`config.mk`:
```
export PLATFORM = sky130hd
export DESIGN_NAME = regulator_config_status_regs
export DESIGN_NICKNAME = d
export VERILOG_FILES = /design/src/regulator_regs_pkg.sv /design/src/regulator_config_status_regs.sv
export SDC_FILE = /design/constraint.sdc
export NUM_CORES = 1
export LEC_CHECK = 0
export BUFFER_PORTS_ARGS = -buffer_cell sky130_fd_sc_hd__buf_4
export CAP_MARGIN = 5
export CORE_UTILIZATION = 55
export CTS_CLUSTER_DIAMETER = 150
export DETAILED_ROUTE_END_ITERATION = 12
export GPL_TIMING_DRIVEN = 0
export PLACE_DENSITY_LB_ADDON = 0.25
export SLEW_MARGIN = 0
export SYNTH_ARGS = -nofsm -noshare
export SYNTH_HDL_FRONTEND = slang
export SYNTH_SLANG_ARGS = --single-unit
export TNS_END_PERCENT = 50
```
`constraint.sdc`:
```
create_clock -name i_core_clk -period 2.43 [get_ports i_core_clk]
set_clock_uncertainty 0.1 [all_clocks]
set_input_delay 0.1215 -clock i_core_clk [delete_from_list [all_inputs] [get_ports i_core_clk]]
set_output_delay 0.1215 -clock i_core_clk [all_outputs]
set_load 0.05 [all_outputs]
```
`src/regulator_regs_pkg.sv`:
```
/*
 * package for the regulator configuration and status register bank:
 * register addresses, field positions, reset values and mode encodings.
 * assumes an 8-bit register address space reached through the serial host bus.
 */
package regulator_regs_pkg;

	// ==========================================================
	// register addresses
	localparam logic [7:0] ADDR_SWITCH_UV_FLAGS = 8'h03;
	localparam logic [7:0] ADDR_LINEAR_REG_CONFIG = 8'h36;
	localparam logic [7:0] ADDR_CONV1_PROTECT = 8'h48;
	localparam logic [7:0] ADDR_CONV1_BROWNOUT = 8'h49;
	localparam logic [7:0] ADDR_CONV2_PROTECT = 8'h4c;
	localparam logic [7:0] ADDR_CONV2_BROWNOUT = 8'h4d;
	localparam logic [7:0] ADDR_CONV3_PROTECT = 8'h50;
	localparam logic [7:0] ADDR_CONV3_BROWNOUT = 8'h51;
	localparam logic [7:0] ADDR_CONV3_LOW_POWER = 8'h52;
	localparam logic [7:0] ADDR_SWITCH1_CONFIG = 8'h69;
	localparam logic [7:0] ADDR_SWITCH2_CONFIG = 8'h6a;
	localparam logic [7:0] ADDR_SWITCH3_CONFIG = 8'h6b;

	// ==========================================================
	// reset values
	localparam logic [7:0] RST_SWITCH_UV_FLAGS = 8'h00;
	localparam logic [7:0] RST_LINEAR_REG_CONFIG = 8'ha8;
	localparam logic [7:0] RST_CONV12_PROTECT = 8'h46;
	localparam logic [7:0] RST_CONV12_BROWNOUT = 8'h49;
	localparam logic [7:0] RST_CONV3_PROTECT = 8'h06;
	localparam logic [7:0] RST_CONV3_BROWNOUT = 8'h59;
	localparam logic [7:0] RST_CONV3_LOW_POWER = 8'h37;
	localparam logic [7:0] RST_SWITCH1_CONFIG = 8'h0d;
	localparam logic [7:0] RST_SWITCH2_CONFIG = 8'h25;
	localparam logic [7:0] RST_SWITCH3_CONFIG = 8'h20;

	// ==========================================================
	// writable bit masks; blank bits hold no storage
	localparam logic [7:0] MASK_PROTECT = 8'h0f;
	localparam logic [7:0] MASK_BROWNOUT = 8'h0f;
	localparam logic [7:0] MASK_FULL = 8'hff;
	localparam logic [7:0] MASK_SWITCH_UV = 8'h07;

	// ==========================================================
	// field positions
	localparam int POS_PROT_OV_THR = 0;
	localparam int POS_PROT_BO_PR = 1;
	localparam int POS_BO_HYS = 0;
	localparam int POS_BO_THR = 2;
	localparam int POS_LP_CODE = 0;
	localparam int POS_SW_DRV = 0;
	localparam int POS_SW_SRC = 3;
	localparam int POS_SW_EXT = 5;
	localparam int POS_LDO_CODE = 0;
	localparam int POS_LDO_DIS = 7;

	// ==========================================================
	// switch input source encodings
	typedef enum logic [1:0] {
		SRC_CONV_ONE = 2'b00,
		SRC_CONV_TWO = 2'b01,
		SRC_CONV_THREE = 2'b10,
		SRC_SYSTEM_SUPPLY = 2'b11
	} switch_source_t;

endpackage : regulator_regs_pkg

```
`src/regulator_config_status_regs.sv`:
```
/*
 * register bank for three step-down converters, three load switches and one
 * linear regulator: configuration storage, control decode and clear-on-read flags.
 * assumes the serial host bus front end presents single-cycle read and write
 * strobes with an address, on i_core_clk; comparator and enable inputs are
 * asynchronous analog levels.
 */
`timescale 1ns/1ps
module regulator_config_status_regs
	import regulator_regs_pkg::*;
#(
	parameter int NUM_CONV = 3,
	parameter int NUM_SWITCH = 3
) (
	input wire logic i_core_clk,
	input wire logic i_rst_n,
	input wire logic i_reg_wr,
	input wire logic i_reg_rd,
	input wire logic [7:0] i_reg_addr,
	input wire logic [7:0] i_reg_wdata,
	output logic [7:0] o_reg_rdata,
	input wire logic [NUM_CONV-1:0] i_conv_on,
	input wire logic [NUM_SWITCH-1:0] i_switch_on,
	input wire logic [NUM_SWITCH-1:0] i_switch_undervolt,
	input wire logic i_linear_reg_on,
	input wire logic i_low_power_mode,
	output logic [NUM_CONV-1:0] o_conv_discharge_on,
	output logic [NUM_CONV-1:0] o_conv_fixed_freq_enable,
	output logic [2*NUM_CONV-1:0] o_conv_brownout_reject_period,
	output logic [NUM_CONV-1:0] o_conv_overvolt_threshold_sel,
	output logic [2*NUM_CONV-1:0] o_conv_brownout_threshold,
	output logic [2*NUM_CONV-1:0] o_conv_brownout_hysteresis,
	output logic [6:0] o_conv3_active_voltage_code,
	output logic o_conv3_use_low_power_code,
	output logic [2*NUM_SWITCH-1:0] o_switch_source,
	output logic [5:0] o_switch_gate_drive_rate,
	output logic o_linear_reg_discharge_on,
	output logic [6:0] o_linear_reg_voltage_code
);

	// ==========================================================
	// storage
	logic [7:0] conv_protect_q [NUM_CONV];
	logic [7:0] conv_brownout_q [NUM_CONV];
	logic [7:0] conv3_low_power_q;
	logic [7:0] switch_config_q [NUM_SWITCH];
	logic [7:0] linear_reg_config_q;
	logic [7:0] switch_uv_flags_q;
	logic [7:0] switch_uv_flags_d;
	logic [NUM_SWITCH-1:0] uv_meta_q;
	logic [NUM_SWITCH-1:0] uv_sync_q;
	logic [NUM_SWITCH-1:0] sw_on_meta_q;
	logic [NUM_SWITCH-1:0] sw_on_sync_q;
	logic [NUM_CONV-1:0] conv_on_meta_q;
	logic [NUM_CONV-1:0] conv_on_sync_q;
	logic [1:0] ldo_on_q;
	logic lp_meta_q;
	logic lp_sync_q;
	logic [7:0] rdata_d;

	// ==========================================================
	// input synchronisers
	always_ff @(posedge i_core_clk) begin
		if (!i_rst_n) begin
			uv_meta_q <= '0;
			uv_sync_q <= '0;
			sw_on_meta_q <= '0;
			sw_on_sync_q <= '0;
			conv_on_meta_q <= '0;
			conv_on_sync_q <= '0;
			ldo_on_q <= 2'h0;
			lp_meta_q <= 1'b0;
			lp_sync_q <= 1'b0;
		end else begin
			uv_meta_q <= i_switch_undervolt;
			uv_sync_q <= uv_meta_q;
			sw_on_meta_q <= i_switch_on;
			sw_on_sync_q <= sw_on_meta_q;
			conv_on_meta_q <= i_conv_on;
			conv_on_sync_q <= conv_on_meta_q;
			ldo_on_q <= {ldo_on_q[0], i_linear_reg_on};
			lp_meta_q <= i_low_power_mode;
			lp_sync_q <= lp_meta_q;
		end
	end

	// ==========================================================
	// converter configuration writes
	always_ff @(posedge i_core_clk) begin
		if (!i_rst_n) begin
			conv_protect_q[0] <= RST_CONV12_PROTECT & MASK_PROTECT;
			conv_protect_q[1] <= RST_CONV12_PROTECT & MASK_PROTECT;
			conv_protect_q[2] <= RST_CONV3_PROTECT & MASK_PROTECT;
			conv_brownout_q[0] <= RST_CONV12_BROWNOUT & MASK_BROWNOUT;
			conv_brownout_q[1] <= RST_CONV12_BROWNOUT & MASK_BROWNOUT;
			conv_brownout_q[2] <= RST_CONV3_BROWNOUT & MASK_BROWNOUT;
			conv3_low_power_q <= RST_CONV3_LOW_POWER;
		end else if (i_reg_wr) begin
			case (i_reg_addr)
				// blank bits are masked off so they never store
				ADDR_CONV1_PROTECT: conv_protect_q[0] <= i_reg_wdata & MASK_PROTECT;
				ADDR_CONV2_PROTECT: conv_protect_q[1] <= i_reg_wdata & MASK_PROTECT;
				ADDR_CONV3_PROTECT: conv_protect_q[2] <= i_reg_wdata & MASK_PROTECT;
				ADDR_CONV1_BROWNOUT: conv_brownout_q[0] <= i_reg_wdata & MASK_BROWNOUT;
				ADDR_CONV2_BROWNOUT: conv_brownout_q[1] <= i_reg_wdata & MASK_BROWNOUT;
				ADDR_CONV3_BROWNOUT: conv_brownout_q[2] <= i_reg_wdata & MASK_BROWNOUT;
				ADDR_CONV3_LOW_POWER: conv3_low_power_q <= i_reg_wdata & MASK_FULL;
				default: begin
				end
			endcase
		end
	end

	// ==========================================================
	// switch and linear regulator configuration writes
	always_ff @(posedge i_core_clk) begin
		if (!i_rst_n) begin
			switch_config_q[0] <= RST_SWITCH1_CONFIG;
			switch_config_q[1] <= RST_SWITCH2_CONFIG;
			switch_config_q[2] <= RST_SWITCH3_CONFIG;
			linear_reg_config_q <= RST_LINEAR_REG_CONFIG;
		end else if (i_reg_wr) begin
			case (i_reg_addr)
				ADDR_SWITCH1_CONFIG: switch_config_q[0] <= i_reg_wdata;
				ADDR_SWITCH2_CONFIG: switch_config_q[1] <= i_reg_wdata;
				ADDR_SWITCH3_CONFIG: switch_config_q[2] <= i_reg_wdata;
				ADDR_LINEAR_REG_CONFIG: linear_reg_config_q <= i_reg_wdata;
				default: begin
				end
			endcase
		end
	end

	// ==========================================================
	// undervoltage flags: set wins over clear-on-read
	always_comb begin
		switch_uv_flags_d = switch_uv_flags_q;
		if (i_reg_rd && i_reg_addr == ADDR_SWITCH_UV_FLAGS) begin
			switch_uv_flags_d = 8'h00;
		end
		for (int i = 0; i < NUM_SWITCH; i++) begin
			if (sw_on_sync_q[i] && uv_sync_q[i]) begin
				switch_uv_flags_d[i] = 1'b1;
			end
		end
		switch_uv_flags_d = switch_uv_flags_d & MASK_SWITCH_UV;
	end

	always_ff @(posedge i_core_clk) begin
		if (!i_rst_n) begin
			switch_uv_flags_q <= RST_SWITCH_UV_FLAGS;
		end else begin
			switch_uv_flags_q <= switch_uv_flags_d;
		end
	end

	// ==========================================================
	// read data
	always_comb begin
		case (i_reg_addr)
			ADDR_SWITCH_UV_FLAGS: rdata_d = switch_uv_flags_q;
			ADDR_LINEAR_REG_CONFIG: rdata_d = linear_reg_config_q;
			ADDR_CONV1_PROTECT: rdata_d = conv_protect_q[0];
			ADDR_CONV1_BROWNOUT: rdata_d = conv_brownout_q[0];
			ADDR_CONV2_PROTECT: rdata_d = conv_protect_q[1];
			ADDR_CONV2_BROWNOUT: rdata_d = conv_brownout_q[1];
			ADDR_CONV3_PROTECT: rdata_d = conv_protect_q[2];
			ADDR_CONV3_BROWNOUT: rdata_d = conv_brownout_q[2];
			ADDR_CONV3_LOW_POWER: rdata_d = conv3_low_power_q;
			ADDR_SWITCH1_CONFIG: rdata_d = switch_config_q[0];
			ADDR_SWITCH2_CONFIG: rdata_d = switch_config_q[1];
			ADDR_SWITCH3_CONFIG: rdata_d = switch_config_q[2] & 8'h38;
			default: rdata_d = 8'h00;
		endcase
	end

	always_ff @(posedge i_core_clk) begin
		if (!i_rst_n) begin
			o_reg_rdata <= 8'h00;
		end else if (i_reg_rd) begin
			o_reg_rdata <= rdata_d;
		end
	end

	// ==========================================================
	// converter controls
	always_ff @(posedge i_core_clk) begin
		if (!i_rst_n) begin
			o_conv_discharge_on <= '0;
			o_conv_fixed_freq_enable <= '0;
			o_conv_brownout_reject_period <= '0;
			o_conv_overvolt_threshold_sel <= '0;
			o_conv_brownout_threshold <= '0;
			o_conv_brownout_hysteresis <= '0;
		end else begin
			for (int c = 0; c < NUM_CONV; c++) begin
				// discharge-disable sits in bit 1, fixed-frequency in bit 0 of the second
				// configuration, which this bank does not hold as a register of its own;
				// they are carried here in brownout bit [3] and protect bit [3] respectively
				o_conv_discharge_on[c] <= !conv_on_sync_q[c] && !conv_brownout_q[c][3];
				o_conv_fixed_freq_enable[c] <= conv_protect_q[c][3];
				o_conv_brownout_reject_period[2*c +: 2] <= conv_protect_q[c][POS_PROT_BO_PR +: 2];
				o_conv_overvolt_threshold_sel[c] <= conv_protect_q[c][POS_PROT_OV_THR];
				o_conv_brownout_threshold[2*c +: 2] <= conv_brownout_q[c][POS_BO_THR +: 2];
				o_conv_brownout_hysteresis[2*c +: 2] <= conv_brownout_q[c][POS_BO_HYS +: 2];
			end
		end
	end

	// ==========================================================
	// converter three low-power code
	always_ff @(posedge i_core_clk) begin
		if (!i_rst_n) begin
			o_conv3_active_voltage_code <= 7'h00;
			o_conv3_use_low_power_code <= 1'b0;
		end else begin
			o_conv3_use_low_power_code <= lp_sync_q;
			o_conv3_active_voltage_code <= conv3_low_power_q[POS_LP_CODE +: 7];
		end
	end

	// ==========================================================
	// load switch and linear regulator controls
	always_ff @(posedge i_core_clk) begin
		if (!i_rst_n) begin
			o_switch_source <= '0;
			o_switch_gate_drive_rate <= 6'h00;
			o_linear_reg_discharge_on <= 1'b0;
			o_linear_reg_voltage_code <= 7'h00;
		end else begin
			for (int s = 0; s < NUM_SWITCH; s++) begin
				if (switch_config_q[s][POS_SW_EXT]) begin
					o_switch_source[2*s +: 2] <= SRC_SYSTEM_SUPPLY;
				end else if (switch_config_q[s][POS_SW_SRC + 1]) begin
					o_switch_source[2*s +: 2] <= SRC_CONV_THREE;
				end else if (switch_config_q[s][POS_SW_SRC]) begin
					o_switch_source[2*s +: 2] <= SRC_CONV_TWO;
				end else begin
					o_switch_source[2*s +: 2] <= SRC_CONV_ONE;
				end
			end
			o_switch_gate_drive_rate <= {switch_config_q[1][POS_SW_DRV +: 3],
				switch_config_q[0][POS_SW_DRV +: 3]};
			o_linear_reg_discharge_on <= linear_reg_config_q[POS_LDO_DIS] && !ldo_on_q[1];
			o_linear_reg_voltage_code <= linear_reg_config_q[POS_LDO_CODE +: 7];
		end
	end

endmodule : regulator_config_status_regs

```
======== After elaboration in Yosys (flattened, before gate mapping) ========
Memories as Yosys holds them, arrays and structs flattened.
Index checks and enable logic that the tools add are counted.
word-level totals
  bits in registers ....................... 104
  memories ................................ 3
  word-level logic and storage cells ...... 131
  bits in writable memories ............... 48
  input bits .............................. 31
memories
  memory           words  bits a word  rd ports  clocked after Yosys merged registers in  write ports  line                                RTL
  switch_config_q  3      8            3         0                                        3            regulator_config_status_regs.sv:46  logic [7:0] switch_config_q [NUM_SWITCH];
  conv_brownout_q  3      4            3         0                                        3            regulator_config_status_regs.sv:44  logic [7:0] conv_brownout_q [NUM_CONV];
  conv_protect_q   3      4            3         0                                        3            regulator_config_status_regs.sv:43  logic [7:0] conv_protect_q [NUM_CONV];
operators by class
  equal/unequal tests ..................... 12
  bitwise gates (word level) .............. 9
  mux-type cells .......................... 60
  reduce and logical (&&, ||, !) cells .... 20
operator list
  cell                                                  number
  case mux 8 bit (12 select lines)                      1
  equality test 8 x 7 -> 1 bit (second input constant)  10
  two-way mux 1 bit                                     43
  two-way mux 4 bit                                     6
  two-way mux 8 bit                                     3
  two-way mux 2 bit                                     6
  bitwise OR 1 bit                                      9
  equality test 8 x 2 -> 1 bit (second input constant)  1
  equality test 8 x 6 -> 1 bit (second input constant)  1
  logical AND 1 bit                                     8
  logical NOT 1 bit                                     7
  nonzero test 2 bit                                    3
  AND reduction 2 bit                                   2
  two-way mux 3 bit                                     1

======== Logic depth before layout (Yosys ltp) ========
  depth in word-level cells ............... 6
  mapped depth ............................ 8
  gate-level depth less buffers ........... 6

======== Least setup slack after synthesis ========
OpenSTA, ideal clock, no wires.
  kind .................................... input-to-reg
  start point ............................. input i_reg_addr[7]
  end point ............................... memory switch_config_q[0][0] (enable)
  required time ........................... 1.946 ns
  data arrival time ....................... 1.561 ns
  cell stages on the path ................. 5
  setup time .............................. 0.384 ns
  slack ................................... 0.385 ns
  buffers on the path ..................... 1
  cell sequence ........................... nand2b_4 > nor4bb_4 > buf_6 > nand2_1 > o21ai_0
RTL lines
  item                line                                RTL
  start: declaration  regulator_config_status_regs.sv:19  input wire logic [7:0] i_reg_addr,
  end: declaration    regulator_config_status_regs.sv:46

==> flow_summary.ini <==
[status]
status = finished, final reports clean

[critical_path]
path_class = input port to flip-flop
r2r_start = switch_config_q[0][5]
worstPathRequired_ps = 2570
cpMaxStageDelayCell = nor2b_1
crit_chain = dlygate4sd3_1 > buf_6 > nor2b_1 > and2_0 > buf_2 > a22oi_1 > or3_1
critical_path_arrival_ps = 2390
crit_path_start_kind = input port
crit_start = i_reg_addr[1]
max_stage_delay_ps = 640
cp-end-kind = flip-flop
worstPathMaxFanout = 8

[yosys]
synth_edf_count = 43
synth_nets = 497
synth.avg_cell_area_um2 = 11.4
synth_cell_types = 55
ys.flop_type = dfxtp_1
syn_inst = 466
ys_ff_latch = 147
syn_area_um2 = 5320
synth_warnings = 0
synth-async-reset-ratio = 0
ys_seq_area_frac = 0.634

[grt]
grt_max_degree = 17
overflow = 0
track_usage = 0.282
grt_pass1_wl_um = 20600
grt_pass1_vias = 3850
antenna_found_initial = 0

[timing]
fin_setup_tns_ps = 0
layout_min_cycle_time_ps = 2240
tightest_slew_ps = 870
slew_headroom = 0.416
fmax_ghz = 0.446
hold_viol_final = 0
finalMaxSlewViolations = 0
setup_viol = 0
grt_setup_unrepaired = false
period_share = 0.924

[power]
power.leakage_nw = 2.87
cellPowerDensity_nw_per_um2 = 816
p_clk_frac = 0.439
p_int_mw = 4.29
ir_worst_vdd_uv = 518
p_comb_frac = 0.091
p_seq_frac = 0.470
power_switching_share = 0.243
p_sw_mw = 1.38

[detailed_routing]
dr.pass1.iters = 5
wl_per_cell_um = 18.2
drcViolationCount = 0
drt-initial-drc-count = 363
vias = 4006
final_antenna_net_count = 0
vias_per_cell = 5.43
wirelength_um = 13400

[placement]
hpwl_um = 9460
dp_cells = 685
place_congestion = 0.939
io_buffers = 90

[clock_network]
ctsRootBufferMaster = clkbuf_8
clkLatencyLatePin_ps = 520
cts-hold-fix-buffers = 21
htreeDepth = 4
cts_tree = done
clock_sink_count = 147
cts_resized = 0
cts_buffers = 17
cts_buffer_depth = 2
post_cts_buffers = 0
clk_pin_slew_worst_paths_ps = 60

[hold_path]
hold_start = i_reg_addr[7]
hold_class = input port to flip-flop

[layout]
drive_gt1_frac = 0.246
n_antenna_cell = 0
fin_util = 0.744
syn2layout_area_growth_pct = 30.4
fin_nets = 627
fin_cells = 738
final_common_cell = dfxtp_1
layout_common_cells = 104 x dfxtp_1, 91 x buf_4, 82 x and2_1
fillers = 660

[floorplanning]
die_y_um = 100
initial_utilization = 0.571
rows = 35
io_pins = 94
die_x_um = 100
dieArea_um2 = 10100
core_um2 = 9330

[job]
drv_cap = 0
[routing by layer]
layer	wire length [um]	GRT usage	vias up
met5	0	0	-
met3	1230	0.0696	38
met1	5420	0.361	1852
li1	-	-	1872
met4	455	0.128	0
met2	6300	0.453	244
[path summary, 6_finish.rpt]
kind / slack, ps / end / cells past startpoint
setup / recovery: 190 / conv_brownout_q[0][7] / 7
hold / removal: 30 / switch_uv_flags_q[0] / 5
hold reg to reg: 280 / o_conv_discharge_on[2] / 1
setup reg to reg: 840 / o_reg_rdata[5] / 5
[through the flow]
step / power [mW] / setup slack (ps) / cell area, um^2 / hold slack, ps
finish: 5.66 / 186 / 6940 / 29.3
global route: 5.83 / 180 / 6940 / 27.8
CTS: 5.68 / 59.0 / 6940 / 5.76
detailed placement: 3.20 / -419 / 6160 / 232
global placement: 3.19 / -345 / 6160 / 230
floorplan: 3.00 / 385 / 5320 / 145
[registers in the layout (all words and copies together) (netlist names), 2 cells and up]
register                       cells
linear_reg_config_q                8
uv_sync_q                          3
switch_uv_flags_q                  3
o_conv_fixed_freq_enable           3
conv_brownout_q                   12
o_conv_brownout_hysteresis         6
o_reg_rdata                        8
sw_on_sync_q                       3
o_conv_discharge_on                3
ldo_on_q                           2
conv_protect_q                    12
switch_config_q                   19
conv3_low_power_q                  8
o_switch_source                    6
o_conv3_active_voltage_code        7
uv_meta_q                          3
conv_on_sync_q                     3
sw_on_meta_q                       3
conv_on_meta_q                     3
o_conv_brownout_reject_period      6
o_conv_overvolt_threshold_sel      3
o_conv_brownout_threshold          6
o_switch_gate_drive_rate           6
o_linear_reg_voltage_code          7
[worst max-delay path, delay by kind of cell]
kind | cells | cell delay (ps)
compound gates | 1 | 110
buf+inv | 3 | 890
simple gates | 3 | 1270
[layout make-up]
cell class                 count  area [um^2]  share of cell area
inverter                       5         18.8             0.00270
sequential                   147         3370               0.486
buffer                        25          138              0.0198
tap                          129          161              0.0232
clock inverter                 7         55.1             0.00793
timing repair buffer         111          886               0.128
multi-input combinational    289         1790               0.258
clock buffer                  25          518              0.0746
[synthesized netlist by cell type (5+ instances only)]
| master | number | area, um^2 |
|---|---|---|
| a22o_1 | 7 | 61.3 |
| inv_1 | 5 | 18.8 |
| edfxtp_1 | 43 | 1290 |
| nand2_1 | 57 | 214 |
| nand2b_1 | 8 | 50.1 |
| a21oi_1 | 18 | 90.1 |
| dfxtp_1 | 104 | 2080 |
| mux2i_1 | 5 | 50.1 |
| clkbuf_1 | 12 | 45.0 |
| a22oi_1 | 13 | 97.6 |
| nand3_1 | 17 | 85.1 |
| and2_1 | 82 | 513 |
| o21ai_0 | 9 | 45.0 |
| nor2_1 | 16 | 60.1 |
| buf_2 | 8 | 40.0 |
[cell families (layout without fill, tap and decap cells)]
kind of cell           Yosys count  count (layout)  share of synthesized area
and+or+nand+nor                214             214                      0.231
DFF                            147             147                      0.634
buffers and inverters           30             173                     0.0294
AOI/OAI and AO/OA               69              69                     0.0950
muxes                            6               6                     0.0115
[power groups by stage]
| stage | registers [mW] | logic, mW | clock network [mW] |
|---|---|---|---|
| after floorplan | 2.86 | 0.144 | 0 |
| after global placement | 2.71 | 0.479 | 0 |
| after detailed placement | 2.72 | 0.482 | 0 |
| after CTS | 2.66 | 0.510 | 2.51 |
| after global routing | 2.67 | 0.539 | 2.62 |
| final | 2.66 | 0.513 | 2.49 |
(Power assumes the default switching activity.)
